$ cat config.mk
export PLATFORM = sky130hd
export DESIGN_NAME = dprs_core
export DESIGN_NICKNAME = d
export VERILOG_FILES = /design/src/core/dprs_pkg.sv /design/src/core/dprs_shift_in.sv /design/src/core/dprs_settle_timer.sv /design/src/core/dprs_core.sv
export SDC_FILE = /design/constraint.sdc
export NUM_CORES = 1
export LEC_CHECK = 0
export BUFFER_PORTS_ARGS = -buffer_cell sky130_fd_sc_hd__buf_4
export CORE_ASPECT_RATIO = 1.75
export CORE_MARGIN = 2
export CORE_UTILIZATION = 60
export CTS_BUF_LIST = sky130_fd_sc_hd__clkbuf_4 sky130_fd_sc_hd__clkbuf_8 sky130_fd_sc_hd__clkbuf_16
export DETAILED_ROUTE_END_ITERATION = 8
export PLACE_DENSITY = 0.8
export SYNTH_ARGS = -nofsm -noshare
export SYNTH_HDL_FRONTEND = slang
export SYNTH_HIERARCHICAL = 1
export SYNTH_SLANG_ARGS = --single-unit
$ cat constraint.sdc
create_clock -name clock -period 2.65 [get_ports clock]
set_input_delay 0.3975 -clock clock [delete_from_list [all_inputs] [get_ports clock]]
set_output_delay 0.3975 -clock clock [all_outputs]
set_load 0.05 [all_outputs]
$ cat src/core/dprs_pkg.sv
// Package: constants and carriers of the display power and reset sequencer
package dprs_pkg;

   // ======================================================================
   // Register offsets
   localparam logic [3:0] DPRS_OFS_CTRL     = 4'h0;
   localparam logic [3:0] DPRS_OFS_CONTRAST = 4'h1;
   localparam logic [3:0] DPRS_OFS_START    = 4'h2;
   localparam logic [3:0] DPRS_OFS_COLUMN   = 4'h3;
   localparam logic [3:0] DPRS_OFS_STATUS   = 4'h4;
   localparam logic [3:0] DPRS_OFS_SHIFT    = 4'h5;
   localparam logic [3:0] DPRS_OFS_PUMP     = 4'h6;

   // ======================================================================
   // Control field positions
   localparam int DPRS_BIT_DISP_ON   = 0;
   localparam int DPRS_BIT_SEG_REMAP = 1;
   localparam int DPRS_BIT_COM_REV   = 2;
   localparam int DPRS_BIT_ENTIRE_ON = 3;
   localparam int DPRS_BIT_INVERSE   = 4;
   localparam int DPRS_BIT_MODE_ALT  = 5;

   // ======================================================================
   // Reset values
   localparam logic [7:0] DPRS_RST_CONTRAST = 8'h7F;
   localparam logic [5:0] DPRS_RST_START    = 6'h00;
   localparam logic [6:0] DPRS_RST_COLUMN   = 7'h00;
   localparam logic [7:0] DPRS_RST_SHIFT    = 8'h00;
   localparam logic [7:0] DPRS_RST_PUMP     = 8'h10;
   localparam logic [7:0] DPRS_PUMP_ON_VAL  = 8'h14;

   // ======================================================================
   // Timing: high-voltage settle wait
   localparam int  DPRS_SETTLE_MS     = 100;
   localparam int  DPRS_CLK_MHZ       = 100;
   localparam int  DPRS_SETTLE_CYCLES = DPRS_SETTLE_MS * 1000 * DPRS_CLK_MHZ;

   // ======================================================================
   // Carriers
   typedef struct packed {
      logic       disp_on;
      logic       seg_remap;
      logic       com_rev;
      logic       entire_on;
      logic       inverse;
      logic       mode_alt;
   } dprs_ctrl_type;

   typedef struct packed {
      logic [3:0] addr;
      logic [7:0] wdata;
      logic       wr;
      logic       rd;
   } dprs_bus_type;

endpackage

$ cat src/core/dprs_shift_in.sv
// Serial host interface shift register, cleared on reset
`timescale 1ns/1ns
module dprs_shift_in
   import dprs_pkg::*;
#(
   parameter int WIDTH = 8
)
(
   input  wire logic             clock,
   input  wire logic             rst_b,
   input  wire logic             bit_valid,
   input  wire logic             bit_value,
   output logic [WIDTH-1:0]      shift_ff,
   output logic [3:0]            count_ff,
   output logic                  byte_done_ff
);

   // Four-bit count and byte strobe only serve an eight-bit word
   if (WIDTH != 8)
   begin : g_bad_width
      $error("dprs_shift_in: WIDTH must be 8");
   end

   logic [WIDTH-1:0] nxt_shift;
   logic [3:0]       nxt_count;
   logic             nxt_byte_done;

   always_comb
   begin
      nxt_shift     = shift_ff;
      nxt_count     = count_ff;
      nxt_byte_done = 1'b0;
      if (bit_valid)
      begin
         nxt_shift = {shift_ff[WIDTH-2:0], bit_value};
         if (count_ff == 4'(WIDTH - 1))
         begin
            nxt_count     = 4'h0;
            nxt_byte_done = 1'b1;
         end
         else
         begin
            nxt_count = count_ff + 4'h1;
         end
      end
   end

   // Partial bits are discarded under reset
   always_ff @(posedge clock or negedge rst_b)
   begin
      if (!rst_b)
      begin
         shift_ff     <= DPRS_RST_SHIFT;
         count_ff     <= 4'h0;
         byte_done_ff <= 1'b0;
      end
      else
      begin
         shift_ff     <= nxt_shift;
         count_ff     <= nxt_count;
         byte_done_ff <= nxt_byte_done;
      end
   end

endmodule // dprs_shift_in

$ cat src/core/dprs_settle_timer.sv
// Settle timer: flags when the high-voltage wait has elapsed
`timescale 1ns/1ns
module dprs_settle_timer
   import dprs_pkg::*;
#(
   parameter int CYCLES = DPRS_SETTLE_CYCLES
)
(
   input  wire logic clock,
   input  wire logic rst_b,
   input  wire logic run,
   output logic      done_ff
);

   // Zero would wrap the end-of-count compare and never flag ready
   if (CYCLES < 1)
   begin : g_bad_cycles
      $error("dprs_settle_timer: CYCLES must be positive");
   end

   logic [31:0] count_ff;
   logic [31:0] nxt_count;
   logic        nxt_done;

   always_comb
   begin
      nxt_count = 32'h0;
      nxt_done  = 1'b0;
      if (run)
      begin
         if (count_ff >= 32'(CYCLES - 1))
         begin
            nxt_count = count_ff;
            nxt_done  = 1'b1;
         end
         else
         begin
            nxt_count = count_ff + 32'h1;
         end
      end
   end

   always_ff @(posedge clock or negedge rst_b)
   begin
      if (!rst_b)
      begin
         count_ff <= 32'h0;
         done_ff  <= 1'b0;
      end
      else
      begin
         count_ff <= nxt_count;
         done_ff  <= nxt_done;
      end
   end

endmodule // dprs_settle_timer

$ cat src/core/dprs_core.sv
// Top: display controller reset state, register port and supply status
// ==========================================================================
// Behaviour
// - Reset low forces display off and 128x64 mode.
// - Reset restores normal segment and common mapping and scan direction.
// - Reset clears serial shift register, discarding partial bits.
// - Reset sets start line to 0 and column counter to 0.
// - Reset loads contrast with 7Fh.
// - Reset enters normal display, pixels follow memory contents.
//
// Local design decisions: the plain strobed port and the register addresses.
`timescale 1ns/1ns
module dprs_core
   import dprs_pkg::*;
#(
   parameter int SETTLE_CYCLES = DPRS_SETTLE_CYCLES
)
(
   input  wire logic       clock,
   input  wire logic       chip_reset_low,
   input  wire logic [3:0] addr,
   input  wire logic [7:0] wdata,
   input  wire logic       wr,
   input  wire logic       rd,
   input  wire logic       ser_bit_valid,
   input  wire logic       ser_bit_value,
   input  wire logic       hv_supply_on,
   output logic [7:0]      rdata_ff,
   output logic            panel_lit_ff,
   output logic            first_segment_driver_col0_ff,
   output logic            first_common_driver_row0_ff,
   output logic [7:0]      contrast_out_ff,
   output logic            pixel_follow_mem_ff,
   output logic            hv_ready_ff
);

   // ======================================================================
   // Local state
   logic          rst_b;
   dprs_ctrl_type ctrl_ff;
   dprs_ctrl_type nxt_ctrl;
   logic [7:0]    contrast_ff;
   logic [7:0]    nxt_contrast;
   logic [5:0]    start_ff;
   logic [5:0]    nxt_start;
   logic [6:0]    column_ff;
   logic [6:0]    nxt_column;
   logic [7:0]    pump_ff;
   logic [7:0]    nxt_pump;
   logic [7:0]    nxt_rdata;
   logic [7:0]    shift_q;
   logic [3:0]    shift_cnt;
   logic          byte_done;
   logic          settle_done;
   dprs_bus_type  bus;

   assign rst_b = chip_reset_low;
   assign bus   = '{addr: addr, wdata: wdata, wr: wr, rd: rd};

   // Zero would leave the settle flag unreachable
   if (SETTLE_CYCLES < 1)
   begin : g_bad_settle
      $error("dprs_core: SETTLE_CYCLES must be positive");
   end

   function automatic logic [7:0] status_word(input logic p_lit, input logic p_hv,
                                              input logic p_ready, input logic p_pump);
      status_word = {4'h0, p_pump, p_ready, p_hv, p_lit};
   endfunction

   // ======================================================================
   // Serial shift register and high-voltage settle timer
   dprs_shift_in #(.WIDTH(8)) u_shift (
      .clock        (clock),
      .rst_b        (rst_b),
      .bit_valid    (ser_bit_valid),
      .bit_value    (ser_bit_value),
      .shift_ff     (shift_q),
      .count_ff     (shift_cnt),
      .byte_done_ff (byte_done)
   );

   // Host's 100 ms wait is observed, not enforced: panel may be lit earlier
   dprs_settle_timer #(.CYCLES(SETTLE_CYCLES)) u_settle (
      .clock   (clock),
      .rst_b   (rst_b),
      .run     (hv_supply_on),
      .done_ff (settle_done)
   );

   // ======================================================================
   // Register writes
   always_comb
   begin
      nxt_ctrl     = ctrl_ff;
      nxt_contrast = contrast_ff;
      nxt_start    = start_ff;
      nxt_column   = column_ff;
      nxt_pump     = pump_ff;
      // Each received data byte advances the column counter up to 7Fh
      if (byte_done && column_ff != 7'h7F)
      begin
         nxt_column = column_ff + 7'h01;
      end
      // Only a column write outranks the advance; other writes must not lose it
      if (bus.wr)
      begin
         if (bus.addr == DPRS_OFS_CTRL)
         begin
            nxt_ctrl.disp_on   = bus.wdata[DPRS_BIT_DISP_ON];
            nxt_ctrl.seg_remap = bus.wdata[DPRS_BIT_SEG_REMAP];
            nxt_ctrl.com_rev   = bus.wdata[DPRS_BIT_COM_REV];
            nxt_ctrl.entire_on = bus.wdata[DPRS_BIT_ENTIRE_ON];
            nxt_ctrl.inverse   = bus.wdata[DPRS_BIT_INVERSE];
            nxt_ctrl.mode_alt  = bus.wdata[DPRS_BIT_MODE_ALT];
         end
         else if (bus.addr == DPRS_OFS_CONTRAST)
         begin
            nxt_contrast = bus.wdata;
         end
         else if (bus.addr == DPRS_OFS_START)
         begin
            nxt_start = bus.wdata[5:0];
         end
         else if (bus.addr == DPRS_OFS_COLUMN)
         begin
            nxt_column = bus.wdata[6:0];
         end
         else if (bus.addr == DPRS_OFS_PUMP)
         begin
            nxt_pump = bus.wdata;
         end
      end
   end

   always_ff @(posedge clock or negedge rst_b)
   begin
      if (!rst_b)
      begin
         ctrl_ff     <= '0;                 // Off, 128x64, normal map
         contrast_ff <= DPRS_RST_CONTRAST;
         start_ff    <= DPRS_RST_START;
         column_ff   <= DPRS_RST_COLUMN;
         pump_ff     <= DPRS_RST_PUMP;
      end
      else
      begin
         ctrl_ff     <= nxt_ctrl;
         contrast_ff <= nxt_contrast;
         start_ff    <= nxt_start;
         column_ff   <= nxt_column;
         pump_ff     <= nxt_pump;
      end
   end

   // ======================================================================
   // Register reads; unmapped offsets answer zero
   always_comb
   begin
      nxt_rdata = 8'h00;
      if (bus.rd)
      begin
         if (bus.addr == DPRS_OFS_CTRL)
         begin
            nxt_rdata = {2'b00, ctrl_ff.mode_alt, ctrl_ff.inverse, ctrl_ff.entire_on,
                         ctrl_ff.com_rev, ctrl_ff.seg_remap, ctrl_ff.disp_on};
         end
         else if (bus.addr == DPRS_OFS_CONTRAST)
         begin
            nxt_rdata = contrast_ff;
         end
         else if (bus.addr == DPRS_OFS_START)
         begin
            nxt_rdata = {2'b00, start_ff};
         end
         else if (bus.addr == DPRS_OFS_COLUMN)
         begin
            nxt_rdata = {1'b0, column_ff};
         end
         else if (bus.addr == DPRS_OFS_STATUS)
         begin
            nxt_rdata = status_word(ctrl_ff.disp_on, hv_supply_on, settle_done,
                                    pump_ff == DPRS_PUMP_ON_VAL);
         end
         else if (bus.addr == DPRS_OFS_SHIFT)
         begin
            nxt_rdata = shift_q;
         end
         else if (bus.addr == DPRS_OFS_PUMP)
         begin
            nxt_rdata = pump_ff;
         end
      end
   end

   // ======================================================================
   // Registered outputs
   always_ff @(posedge clock or negedge rst_b)
   begin
      if (!rst_b)
      begin
         rdata_ff                     <= 8'h00;
         panel_lit_ff                 <= 1'b0;
         first_segment_driver_col0_ff <= 1'b1;
         first_common_driver_row0_ff  <= 1'b1;
         contrast_out_ff              <= DPRS_RST_CONTRAST;
         pixel_follow_mem_ff          <= 1'b1;
         hv_ready_ff                  <= 1'b0;
      end
      else
      begin
         rdata_ff                     <= nxt_rdata;
         panel_lit_ff                 <= nxt_ctrl.disp_on;
         first_segment_driver_col0_ff <= ~nxt_ctrl.seg_remap;
         first_common_driver_row0_ff  <= ~nxt_ctrl.com_rev;
         contrast_out_ff              <= nxt_contrast;
         pixel_follow_mem_ff          <= ~nxt_ctrl.entire_on;
         hv_ready_ff                  <= settle_done;
      end
   end

   // ======================================================================
   // Checks
   // Low only up to the first edge after release, where reset values must still stand
   logic rel_ff;
   logic nxt_rel;

   always_comb
   begin
      nxt_rel = 1'b1;
   end

   always_ff @(posedge clock or negedge rst_b)
   begin
      if (!rst_b)
      begin
         rel_ff <= 1'b0;
      end
      else
      begin
         rel_ff <= nxt_rel;
      end
   end
endmodule // dprs_core

# --- Word-level counts from Yosys, hierarchy flattened ---
# Index checks and enable logic that the tools add are counted.
totals:
  register_bits: 93
  latchBits: 0
  ram_bits: 0
  mem_bits_ro: 0
  inputBits: 19
  out_inout_bits: 21
  elab_cells: 70
  memories: 0
classes:
  addsub: 3
  n_mul: 0
  n_div: 0
  order_cmp: 1
  n_eq_ne: 10
  shift: 0
  n_mux: 23
  bitwise_logic: 7
  n_reduce_logical: 6
ops:
  columns: ["op", "count"]
  rows:
  - ["$mux W32", 2]
  - ["$mux W8", 8]
  - ["$mux W7", 6]
  - ["$add A32 B1 Y32 const B", 1]
  - ["$ge A32 B24 Y1 const B", 1]
  - ["$eq A4 B3 Y1 const B", 4]
  - ["$mux W5", 2]
  - ["$eq A4 B2 Y1 const B", 2]
  - ["$eq A8 B5 Y1 const B", 1]
  - ["$add A7 B1 Y7 const B", 1]
  - ["$ne A7 B7 Y1 const B", 1]
  - ["$not A1 Y1", 7]
  - ["$reduce_and A6 Y1", 1]
  - ["$add A4 B1 Y4 const B", 1]
  - ["$eq A4 B1 Y1 const B", 1]
  - ["$logic_not A4 Y1", 1]
  - ["$mux W1", 4]
  - ["$mux W4", 1]
  - ["$reduce_and A4 Y1", 1]
  - ["$reduce_and A3 Y1", 1]
  - ["$ne A2 B2 Y1 const B", 1]
  - ["$reduce_and A2 Y1", 1]
  - ["$logic_and A1 B1 Y1", 1]

# --- Longest topological paths before layout ---
# Gate-level depths: netlist (run 1).
depth:
  ltp_word: 9
  ltp_mapped: 7
  ltp_nobuf: 6

# --- Cells and area by module ---
# The synthesis (run 1) kept the hierarchy.
modules_own_cells:
  columns: ["module", "n_inst", "cells_per_inst", "area_each_um2", "seq_area_each_um2"]
  rows:
  - ["dprs_core", 1, 209, 2366.0, 1189.9]
  - ["dprs_settle_timer", 1, 202, 1851.8, 825.8]
  - ["dprs_shift_in", 1, 34, 513.0, 325.3]

# --- Worst setup path before layout (run 1) ---
# Ideal clock, no wire load.
synth_timing:
  path_type: "flip-flop to flip-flop"
  from: "register u_settle.count_ff[24]"
  to: "register u_settle.count_ff[5]"
  setup_time_ns: 0.079
  t_arrival_ns: 2.276
  required_ns: 2.571
  path_slack_ns: 0.295
  stages_incl_launch_ff: 7
  path_buffers: 1
  period_less_slack_ns: 2.355
  cell_sequence: "dfrtp_1 -> or4_1 -> or4b_4 -> a221o_1 -> buf_6 -> a211oi_2 -> mux2i_1"
synth_between:
  elab_chain_len: 2
synth_lines:
  columns: ["item", "line", "source"]
  rows:
  - ["from (decl)", "dprs_settle_timer.sv:21", "logic [31:0] count_ff;"]
  - ["from (signal assigned)", "dprs_settle_timer.sv:52", "count_ff <= nxt_count;"]
  - ["$ge A32 B24 Y1", "dprs_settle_timer.sv:31", "if (count_ff >= 32'(CYCLES - 1))"]
  - ["$ne A2 B2 Y1 (no source line)", null, null]
# Every way passes these cells.
# A chain may end at the register's enable or synchronous reset.

# --- Worst setup path after layout (run 1) ---
# Ends and elaborated chain as after synthesis.

==> impl_summary.txt, run 1 <==
----------------------------------------------------
[Timing]
  Final Max Tran Viols ... 0
  Highest clock frequency the design can meet ... slightly below 0.4 GHz
  Worst Clk Skew ... 0.00398 ns
  Final sum of negative setup slack ... 0 ns
  Final setup violation count ... 0
  Worst-margin pin slew ... 0.847 ns
  Share of the clock period used by the worst path ... 0.955
  Total count of hold-check failures in the final report ... 0
  Final critical-path required period ... roughly 2.5 ns
  Max transition margin ... 0.431

[Pwr]
  Maximum VDD drop ... 518 uV
  Static Leak ... ~0.0024 uW
  Power density over the cells ... approximately 740 nW/um2
  Post-layout power ... 3960 uW

[Global route]
  Antenna violations before repair ... 0
  Total track usage ... 0.269
  Maximum number of pins on one net before global-route repair ... 49
  Global-route wire length before repair ... 17,800 um
  Global route total overflow ... 0
  Vias in the first global route ... approximately 3.6k

[CTS]
  Maximum root-to-sink buffer count ... 2
  Number of H-tree levels ... 3
  Num Clock Sinks ... 93
  Clock-pin transition on the worst setup and hold timing paths ... 0.06 ns
  Number of buffers created by CTS ... 9
  Skew-Pair Late Insertion Delay ... 0.33 ns
  Post-CTS Setup Inserts ... 0
  Clock Root Buffer ... sky130_fd_sc_hd__clkbuf_16
  CTS tree ... built

[Final layout]
  Area grow syn2layout ... 13.2%
  Layout Nets ... 501
  Antenna diodes ... 0
  Share of post-route cells with drive strength above 1 ... 0.246
  Number of filler cells placed in the layout ... 586
  Final instance area ... 5360 um2

[Routing]
  Length of routed met3 wiring ... 267 um
  Met2 wire len ... approximately 6400 um
  Number of remaining DRC errors ... 0
  Number of design-rule violations left by the first detailed-router iteration ... 237
  Antenna Nets Post-Route ... 0
  Number of iterations in the first detailed-routing pass ... 4
  Uppermost signal routing layer after detailed routing ... met4
  Drt wl/cell ... approximately 19 um
  Via count ... 3,506
  Via-per-instance ratio ... 6.14
  Routed Wire Length ... 10,700 um
  Routed metal-1 wirelength ... about 3700 um

[Logic synthesis]
  Cells after synthesis ... ~450
  Async SR Flop Fraction ... 1.00
  Number of distinct library cells after synthesis ... about 60
  Prevailing post-synth register cell ... sky130_fd_sc_hd__dfrtp_1
  Synthesized flop and latch total ... 93
  Cell type with the highest aggregate area in the netlist ... sky130_fd_sc_hd__dfrtp_1
  Top cell type's share of synthesized area ... 0.434
  Ys Warns ... 6
  Number of flops mapped to enable cells by yosys ... 0
  Avg Cell Area, Syn ... 10.6 um2
  Sequential-to-total area share from yosys stat ... 0.495
  Net count after synthesis ... 467
  Ranking of synthesized cells by area ... sky130_fd_sc_hd__dfrtp_1, sky130_fd_sc_hd__mux2_2, sky130_fd_sc_hd__mux2i_1
  Post-synth design cell area ... 4730 um2

[Critical path]
  Gate family responsible for the most delay along the worst path ... simple AND/OR/NAND/NOR gates
  Cell with the largest stage delay on the worst path ... sky130_fd_sc_hd__or4_1
  Slowest Stage Delay on Critical Path ... 0.55 ns
  Worst reg2reg setup slack ... 0.12 ns
  Startpoint Class ... register
  R2r startpoint ... u_settle/count_ff[24]
  Worst path cell trace ... or4_1 -> or4b_4 -> a221o_1 -> buf_4 -> a211oi_2 -> mux2i_1
  Endpoint of the worst-slack reg-to-reg timing path ... u_settle/count_ff[5]
  Highest net fanout along the worst path ... 22
  Number of buffer and inverter stages on the critical path ... 1
  Critical path required time ... slightly below 3 ns
  Critical setup path kind ... register to register
  Kind of end point of the critical path ... register
  Data arrival time of the worst path ... 2.78 ns
  Worst r2r path cells ... 6

[Status]
  Outcome ... finished clean

[Die]
  Starting density of the core ... 0.621
  Core footprint ... between 7000 and 8000 um2
  Die span in x ... 71.1 um
  Total number of placement rows ... 42
  Floorplan die area ... 8640 um2
  Die Span Y ... ~120 um
  IO Pins ... 40

[Placement]
  Routability congestion estimate ... 0.956
  Final HPWL from detailed placement ... between 7000 and 8000 um
  Cell Area, Placed ... 5060 um2
  Port-buffer cells ... 39

[Flow run]
  Count of max-cap constraint violations ... 0

[Hold path]
  Classification of the worst-slack hold path ... input pin to asynchronous set/reset pin

----------------------------------------------------
## report_power, final
| part | switching (uW) | internal (uW) |
|---|---|---|
| Clock | 481 | 754 |
| Sequential | 204 | 1680 |
| Combinational | 480 | 360 |
## metrics by stage
step | hold WS (ns) | cells | util | setup slack (ns)
finish | 0.0657 | 571 | 0.703 | 0.119
CTS | 0.0804 | 571 | 0.701 | 0.0674
global placement | 0.425 | 556 | 0.664 | 0.182
global route | 0.120 | 571 | 0.703 | -0.00106
detailed placement | 0.434 | 556 | 0.664 | 0.0853
floorplan | 0.102 | 445 | - | 0.295
## sequential cells by signal (all words and copies together), names as in the netlist
register                      cells
column_ff                         7
contrast_out_ff                   8
ctrl_ff                           5
first_common_driver_row0_ff       1
first_segment_driver_col0_ff      1
hv_ready_ff                       1
panel_lit_ff                      1
pixel_follow_mem_ff               1
pump_ff                           8
rdata_ff                          8
start_ff                          6
u_settle/count_ff                32
u_settle/done_ff                  1
u_shift/byte_done_ff              1
u_shift/count_ff                  4
u_shift/shift_ff                  8
## metal layers
layer | vias up | GRT usage
met2 | 72 | 0.520
met3 | 26 | 0.0432
met1 | 1749 | 0.274
li1 | 1659 | -
met4 | 0 | 0.121
met5 | - | 0
## layout by cell type, fill, tap and decap left out, types with 3 or more instances in the layout
master,n
sky130_fd_sc_hd__mux2_2,36
sky130_fd_sc_hd__a22o_1,3
sky130_fd_sc_hd__nand3_1,17
sky130_fd_sc_hd__nor4_1,3
sky130_fd_sc_hd__clkbuf_4,3
sky130_fd_sc_hd__buf_4,43
sky130_fd_sc_hd__dfrtp_1,82
sky130_fd_sc_hd__inv_1,11
sky130_fd_sc_hd__nor3_1,4
sky130_fd_sc_hd__clkbuf_16,9
sky130_fd_sc_hd__nand2_1,42
sky130_fd_sc_hd__nor2_1,24
sky130_fd_sc_hd__nand2b_1,25
sky130_fd_sc_hd__ha_1,3
sky130_fd_sc_hd__nor2b_1,4
sky130_fd_sc_hd__a21oi_1,34
sky130_fd_sc_hd__and2_1,11
sky130_fd_sc_hd__a211oi_2,4
sky130_fd_sc_hd__a211oi_1,5
sky130_fd_sc_hd__o21ai_0,13
sky130_fd_sc_hd__nand4_1,8
sky130_fd_sc_hd__dfstp_2,11
sky130_fd_sc_hd__mux2i_1,29
sky130_fd_sc_hd__xnor2_1,4
sky130_fd_sc_hd__a31oi_1,3
sky130_fd_sc_hd__and3_1,6
## timing repair
| item | in CTS | in global routing |
|---|---|---|
| resized for setup | 0 | 2 |
| setup endpoints to repair | 0 | 2 |
| hold buffers | 0 | 0 |
## kinds of logic (layout without fill, tap and decap cells)
logic type / Yosys count / in the layout / share of synthesized area
compound gates: 82 / 82 / 0.112
xor+xnor: 5 / 5 / 0.00926
buf+inv: 32 / 70 / 0.0354
simple gates: 164 / 164 / 0.191
flops: 93 / 93 / 0.495
mux: 66 / 66 / 0.149
fa+ha+maj: 3 / 3 / 0.00794
## how the worst max path moves through the flow
stage / from / end / slack [ns] / cells after the start
2_1_floorplan: u_settle/count_ff[24] / u_settle/count_ff[5] / 0.29 / 6
3_3_place_gp: u_settle/count_ff[24] / u_settle/count_ff[15] / 0.18 / 6
3_5_place_dp: u_settle/count_ff[24] / u_settle/count_ff[21] / 0.09 / 6
4_1_cts: u_settle/count_ff[24] / u_settle/count_ff[21] / 0.07 / 6
5_1_grt: u_settle/count_ff[24] / u_settle/count_ff[15] / -0.001 / 6
6_report: u_settle/count_ff[24] / u_settle/count_ff[5] / 0.12 / 6
## synth_stat cells, drive strengths merged, types with 2 or more instances
cell type and count:
nand2 44, dfstp 11, xnor2 4, a21oi 34, clkbuf 7, a211oi 9, or3 2, dfrtp 82
a31oi 3, inv 11, or4b 2, buf 14, ha 3, o2bb2ai 2, or4 2, and4 2
mux2 37, nand4 8, nor2b 6, nor4 4, a32oi 2, and3 6, o21ai 13, and2 11
a21boi 2, nor3 4, nand3 17, nor2 25, mux2i 29, nand2b 25, nor4b 2, a22o 3
o221ai 2
## area by class of cell
class / count / area (um2) / area share
tap: 88 / 110 / 0.0206
inverter: 11 / 41.3 / 0.00771
clock inverter: 3 / 40.0 / 0.00748
multi-input combinational: 320 / 2230 / 0.417
clock buffer: 12 / 248 / 0.0463
timing repair buffer: 44 / 343 / 0.0640
sequential: 93 / 2340 / 0.437
Note: power is estimated with default switching activity, not from simulation.
==> inputs of run 2 (changes only) <==
- CTS_BUF_LIST: sky130_fd_sc_hd__clkbuf_4 sky130_fd_sc_hd__clkbuf_8 sky130_fd_sc_hd__clkbuf_16 -> unset
- GPL_ROUTABILITY_DRIVEN: unset -> 0
- SLEW_MARGIN: unset -> 40
==> run 2 against run 1 <==
Net effect: first-iteration DRC count is 6.8% lower; final area hardly changed; setup slack worse by 0.015 ns; largest power group unchanged; non-clock buffer count is 2 higher; combinational power is 1% lower.
==> impl_summary.txt, run 2 (synthesized netlist as in run 1, its figures left out) <==
----------------------------------------------------
[Status]
  Outcome ... finished clean (unchanged)

[Routing]
  Routed Wire Length ... 10,700 um (about the same)
  Via count ... 3,547 (was 3,506)
  Number of remaining DRC errors ... 0 (unchanged)
  Via-per-instance ratio ... 6.18 (was 6.14)
  Number of iterations in the first detailed-routing pass ... 4 (unchanged)
  Drt wl/cell ... 18.7 um (was 18.8 um)
  Antenna Nets Post-Route ... 0 (unchanged)
  Number of design-rule violations left by the first detailed-router iteration ... 221 (was 237)

[Critical path]
  Gate family responsible for the most delay along the worst path ... simple AND/OR/NAND/NOR gates (unchanged)
  Startpoint Class ... register (unchanged)
  Endpoint of the worst-slack reg-to-reg timing path ... u_settle/count_ff[15] (was u_settle/count_ff[5])
  R2r startpoint ... u_settle/count_ff[24] (unchanged)
  Cell with the largest stage delay on the worst path ... sky130_fd_sc_hd__or4_1 (unchanged)
  Worst path cell trace ... or4_1 -> or4b_4 -> a221o_1 -> buf_4 -> a211oi_1 -> mux2i_1 (was or4_1 -> or4b_4 -> a221o_1 -> buf_4 -> a211oi_2 -> mux2i_1)
  Number of buffer and inverter stages on the critical path ... 1 (unchanged)
  Kind of end point of the critical path ... register (unchanged)
  Worst reg2reg setup slack ... 0.10 ns (was 0.12 ns)
  Critical setup path kind ... register to register (unchanged)
  Slowest Stage Delay on Critical Path ... 0.55 ns (about the same)
  Worst r2r path cells ... 6 (unchanged)
  Data arrival time of the worst path ... 2.81 ns (was 2.78 ns)
  Highest net fanout along the worst path ... 9 (was 22)
  Critical path required time ... 2.91 ns (was 2.90 ns)

[Timing]
  Final sum of negative setup slack ... 0 ns (unchanged)
  Worst-margin pin slew ... 0.800 ns (was 0.847 ns)
  Share of the clock period used by the worst path ... 0.961 (was 0.955)
  Final Max Tran Viols ... 0 (unchanged)
  Final setup violation count ... 0 (unchanged)
  Total count of hold-check failures in the final report ... 0 (unchanged)
  Max transition margin ... 0.458 (was 0.431)
  Highest clock frequency the design can meet ... 0.393 GHz (was 0.395 GHz)
  Worst Clk Skew ... 0.00934 ns (was 0.00398 ns)
  Unrepaired setup endpoints after global routing ... no
  Final critical-path required period ... 2.55 ns (was 2.53 ns)

[Global route]
  Antenna violations before repair ... 0 (unchanged)
  Vias in the first global route ... 3,635 (was 3,594)
  Maximum number of pins on one net before global-route repair ... 52 (was 49)
  Global route total overflow ... 0 (unchanged)
  Global-route wire length before repair ... 17,700 um (was 17,800 um)
  Total track usage ... 0.269 (about the same)

[CTS]
  CTS Hold Buffers Added ... 0 (unchanged)
  Number of buffers created by CTS ... 9 (unchanged)
  Clock Root Buffer ... sky130_fd_sc_hd__clkbuf_16 (unchanged)
  Clock-pin transition on the worst setup and hold timing paths ... 0.06 ns (about the same)
  Num Clock Sinks ... 93 (unchanged)
  Maximum root-to-sink buffer count ... 2 (unchanged)
  Number of H-tree levels ... 3 (unchanged)
  CTS tree ... built (unchanged)
  Skew-Pair Late Insertion Delay ... 0.34 ns (was 0.33 ns)

[Final layout]
  Max FFs per register ... 32 (unchanged)
  Layout Nets ... 503 (was 501)
  Share of post-route cells with drive strength above 1 ... 0.241 (was 0.246)
  Area grow syn2layout ... 13.1% (was 13.2%)
  Post-layout instance count excluding filler cells ... 574 (was 571)
  Antenna diodes ... 0 (unchanged)
  Most frequent cells in the layout ... sky130_fd_sc_hd__dfrtp_1, sky130_fd_sc_hd__buf_4, sky130_fd_sc_hd__nand2_1 (unchanged)
  Final instance area ... 5350 um2 (was 5360 um2)
  Number of filler cells placed in the layout ... 546 (was 586)
  Largest register by flop count ... u_settle/count_ff (unchanged)
  Leading cell type in the layout, fill and taps excluded ... sky130_fd_sc_hd__dfrtp_1 (unchanged)

[Placement]
  Cell Area, Placed ... 5070 um2 (was 5060 um2)
  Port-buffer cells ... 39 (unchanged)
  Placed instance count ... 558 (was 556)
  Final HPWL from detailed placement ... 7770 um (was 7950 um)

[Die]
  Total number of placement rows ... 42 (unchanged)
  Core footprint ... 7620 um2 (unchanged)
  Floorplan die area ... 8640 um2 (unchanged)
  Die span in x ... 71.1 um (unchanged)
  Die Span Y ... 121 um (unchanged)
  IO Pins ... 40 (unchanged)
  Starting density of the core ... 0.621 (unchanged)

[Pwr]
  Post-layout power ... 3910 uW (was 3960 uW)
  Maximum VDD drop ... 576 uV (was 518 uV)
  Static Leak ... 0.00239 uW (about the same)
  Power density over the cells ... 731 nW/um2 (was 740 nW/um2)

[Flow run]
  Count of max-cap constraint violations ... 0 (unchanged)

[Hold path]
  Classification of the worst-slack hold path ... input pin to asynchronous set/reset pin (unchanged)

----------------------------------------------------
==> run 2: through the flow <==
step | util | hold WS, ns | setup slack (ns)
after global routing | 0.702 | 0.0803 | 0.0178
after floorplan | - | 0.102 | 0.295
after global placement | 0.666 | 0.413 | 0.220
after detailed placement | 0.666 | 0.418 | 0.146
final | 0.702 | 0.0413 | 0.104
after CTS | 0.702 | 0.0555 | 0.116
==> run 2: layer usage <==
layer / part of all wire / GRT usage
met1: 0.36 / 0.275
met3: 0.028 / 0.0540
met4: 0.037 / 0.139
met5: 0 / 0
met2: 0.57 / 0.503
==> run 2: worst max path at each step <==
stage               slack, ns  depth (start not counted)                    end             startpoint
floorplan                0.29                          6   u_settle/count_ff[5]  u_settle/count_ff[24]
global placement         0.22                          6  u_settle/count_ff[15]  u_settle/count_ff[24]
detailed placement       0.15                          6  u_settle/count_ff[21]  u_settle/count_ff[24]
CTS                      0.12                          6  u_settle/count_ff[21]  u_settle/count_ff[25]
global route             0.02                          6  u_settle/count_ff[15]  u_settle/count_ff[24]
finish                   0.10                          6  u_settle/count_ff[15]  u_settle/count_ff[24]
==> run 2: repair_timing <==
item	in CTS	in global routing
buffers inserted	0	0
setup endpoints to repair	0	1
gates resized for setup	0	1
==> run 2: power by group <==
part	leakage [uW]	switching [uW]	internal [uW]
combinational	0.00108	472	359
sequential	0.00117	209	1680
clock	0.000130	498	688
==> run 2: cell type report <==
| type | count | area, um2 | share of cell area |
|---|---|---|---|
| clock buffers | 15 | 268 | 0.0500 |
| clock inverters | 1 | 7.51 | 0.00140 |
| inverters | 11 | 41.3 | 0.00771 |
| multi-input cells | 320 | 2230 | 0.416 |
| flip-flops and latches | 93 | 2340 | 0.437 |
| well taps | 88 | 110 | 0.0206 |
| repair buffers | 46 | 358 | 0.0669 |
==> inputs of run 3 (changes only) <==
- CORE_MARGIN: 2 -> unset
==> run 3 against run 2 <==
Net effect: core utilization increased by 0.36 points; worst hold slack better by 0.022 ns; combinational power barely moved; sequential cell count did not move; via count about the same; die area fell by 4.4%; routed wire length hardly changed; register-to-register slack gained 0.02 ns; final cell count stayed put; clock power rose by 12%; clock skew decreased by 0.0040 ns; maximum frequency is 0.91% higher; critical path type unchanged; highest routed layer unchanged.
==> impl_summary.txt, run 3 (synthesized netlist as in run 1, its figures left out) <==
----------------------------------------------------
[Final layout]
  Antenna diodes ... 0 (unchanged)
  Share of post-route cells with drive strength above 1 ... 0.243 (was 0.241)
  Register area ... 2340 um2 (unchanged)
  Most frequent cells in the layout ... sky130_fd_sc_hd__dfrtp_1, sky130_fd_sc_hd__buf_4, sky130_fd_sc_hd__nand2_1 (unchanged)
  Layout Nets ... 503 (unchanged)
  Largest register by flop count ... u_settle/count_ff (unchanged)
  Final instance area ... 5380 um2 (was 5350 um2)
  Post-layout util ... 0.706 (was 0.702)
  Area grow syn2layout ... 13.7% (was 13.1%)
  Max FFs per register ... 32 (unchanged)
  Area occupied by multi-input gates ... 2220 um2 (was 2230 um2)
  Number of filler cells placed in the layout ... 566 (was 546)
  Leading cell type in the layout, fill and taps excluded ... sky130_fd_sc_hd__dfrtp_1 (unchanged)

[CTS]
  Number of resized instances in the post-cts repair step ... 0 (unchanged)
  Clock Root Buffer ... sky130_fd_sc_hd__clkbuf_16 (unchanged)
  Skew-Pair Late Insertion Delay ... 0.34 ns (about the same)
  CTS tree ... built (unchanged)
  Maximum root-to-sink buffer count ... 2 (unchanged)
  Num Clock Sinks ... 93 (unchanged)
  CTS Hold Buffers Added ... 0 (unchanged)
  Number of buffers created by CTS ... 9 (unchanged)
  Number of H-tree levels ... 3 (unchanged)
  Post-CTS Setup Inserts ... 0 (unchanged)
  Clock-pin transition on the worst setup and hold timing paths ... 0.06 ns (about the same)

[Critical path]
  Highest net fanout along the worst path ... 8 (was 9)
  Startpoint Class ... register (unchanged)
  Critical path required time ... 2.91 ns (about the same)
  Kind of end point of the critical path ... register (unchanged)
  Critical setup path kind ... register to register (unchanged)
  Data arrival time of the worst path ... 2.79 ns (was 2.81 ns)

[Timing]
  Unrepaired setup endpoints after global routing ... no (unchanged)
  Max transition margin ... 0.448 (was 0.458)
  Final Max Tran Viols ... 0 (unchanged)
  Worst-margin pin slew ... 0.816 ns (was 0.800 ns)
  Share of the clock period used by the worst path ... 0.952 (was 0.961)
  Highest clock frequency the design can meet ... 0.396 GHz (was 0.393 GHz)
  Final sum of negative setup slack ... 0 ns (unchanged)
  Worst Clk Skew ... 0.00534 ns (was 0.00934 ns)
  Final setup violation count ... 0 (unchanged)
  Final critical-path required period ... 2.52 ns (was 2.55 ns)
  Total count of hold-check failures in the final report ... 0 (unchanged)

[Global route]
  Antenna violations before repair ... 0 (unchanged)
  Total track usage ... 0.273 (was 0.269)
  Global route total overflow ... 0 (unchanged)
  Maximum number of pins on one net before global-route repair ... 49 (was 52)
  Vias in the first global route ... 3,552 (was 3,635)
  Global-route wire length before repair ... 17,300 um (was 17,700 um)

[Placement]
  Cell Area, Placed ... 5070 um2 (unchanged)
  Final HPWL from detailed placement ... 7750 um (was 7770 um)
  Port-buffer cells ... 39 (unchanged)

[Routing]
  Number of design-rule violations left by the first detailed-router iteration ... 218 (was 221)
  Via-per-instance ratio ... 6.18 (about the same)
  Via count ... 3,545 (was 3,547)
  Drt wl/cell ... 18.7 um (about the same)
  Number of remaining DRC errors ... 0 (unchanged)
  Antenna Nets Post-Route ... 0 (unchanged)
  Number of iterations in the first detailed-routing pass ... 4 (unchanged)
  Routed Wire Length ... 10,700 um (about the same)

[Die]
  Die Span Y ... 119 um (was 121 um)
  Die span in x ... 69.1 um (was 71.1 um)
  Floorplan die area ... 8260 um2 (was 8640 um2)
  Core footprint ... 7620 um2 (unchanged)
  IO Pins ... 40 (unchanged)
  Total number of placement rows ... 42 (unchanged)
  Starting density of the core ... 0.621 (unchanged)

[Status]
  Outcome ... finished clean (unchanged)

[Hold path]
  Classification of the worst-slack hold path ... input pin to asynchronous set/reset pin (unchanged)

[Flow run]
  Count of max-cap constraint violations ... 0 (unchanged)

[Pwr]
  Power density over the cells ... 752 nW/um2 (was 731 nW/um2)
  Maximum VDD drop ... 565 uV (was 576 uV)
  Static Leak ... 0.00241 uW (was 0.00239 uW)
  Post-layout power ... 4050 uW (was 3910 uW)

----------------------------------------------------
[run 3: cell types whose count changed in the layout (fill, tap and decap cells not counted), sizes merged]
| cell | before | now |
|---|---|---|
| clkinvlp | 1 | 0 |
| bufinv | 0 | 2 |
| clkinv | 0 | 3 |
| clkbuf | 15 | 11 |
[run 3: worst max-delay path, cell delays in order, from the launching register on]
cell	delay, ns
sky130_fd_sc_hd__dfrtp_1	0.36
sky130_fd_sc_hd__or4_1	0.55
sky130_fd_sc_hd__or4b_4	0.56
sky130_fd_sc_hd__a221o_1	0.30
sky130_fd_sc_hd__buf_4	0.17
sky130_fd_sc_hd__a211oi_1	0.30
sky130_fd_sc_hd__mux2i_1	0.22
[run 3: final timing paths]
path                                             from                     endpoint  slack (ns)  depth (start not counted)
worst min-delay path                   chip_reset_low                  rdata_ff[0]        0.06                          1
max in group asynchronous              chip_reset_low           contrast_out_ff[2]        1.87                          2
min in group clock                           wdata[2]  first_common_driver_row0_ff        0.28                          2
worst max-delay path            u_settle/count_ff[24]        u_settle/count_ff[21]        0.13                          6
worst max register to register  u_settle/count_ff[24]        u_settle/count_ff[21]        0.13                          6
worst min register to register       u_settle/done_ff                  hv_ready_ff        0.45                          0
[run 3: report_power, final]
part	leakage (uW)	switching [uW]	total, uW	internal [uW]
logic	0.00108	470	828	358
registers	0.00117	210	1890	1680
clock network	0.000153	506	1330	822
total	0.00241	1190	4050	2860
[run 3: stage by stage]
| step | instances | setup slack (ns) | hold slack [ns] |
|---|---|---|---|
| after floorplan | 445 | 0.295 | 0.102 |
| after global routing | 574 | 0.00318 | 0.106 |
| after global placement | 558 | 0.214 | 0.425 |
| final | 574 | 0.127 | 0.0635 |
| after detailed placement | 558 | 0.167 | 0.433 |
| after CTS | 574 | 0.140 | 0.0699 |
[run 3: layout make-up]
| type | instances | share of cell area |
|---|---|---|
| Timing Repair Buffer | 46 | 0.0665 |
| Inverter | 11 | 0.00767 |
| Tap cell | 88 | 0.0205 |
| Clock buffer | 11 | 0.0433 |
| Clock inverter | 5 | 0.0140 |
| Sequential cell | 93 | 0.435 |
| Multi-Input combinational cell | 320 | 0.413 |
[run 3: metal layers]
layer	part of all wire	vias up	global-route usage	wire length, um
li1	-	1667	-	-
met1	0.37	1773	0.271	3930
met2	0.57	79	0.522	6130
met3	0.032	26	0.0533	349
met4	0.031	0	0.138	337
met5	0	-	0	0
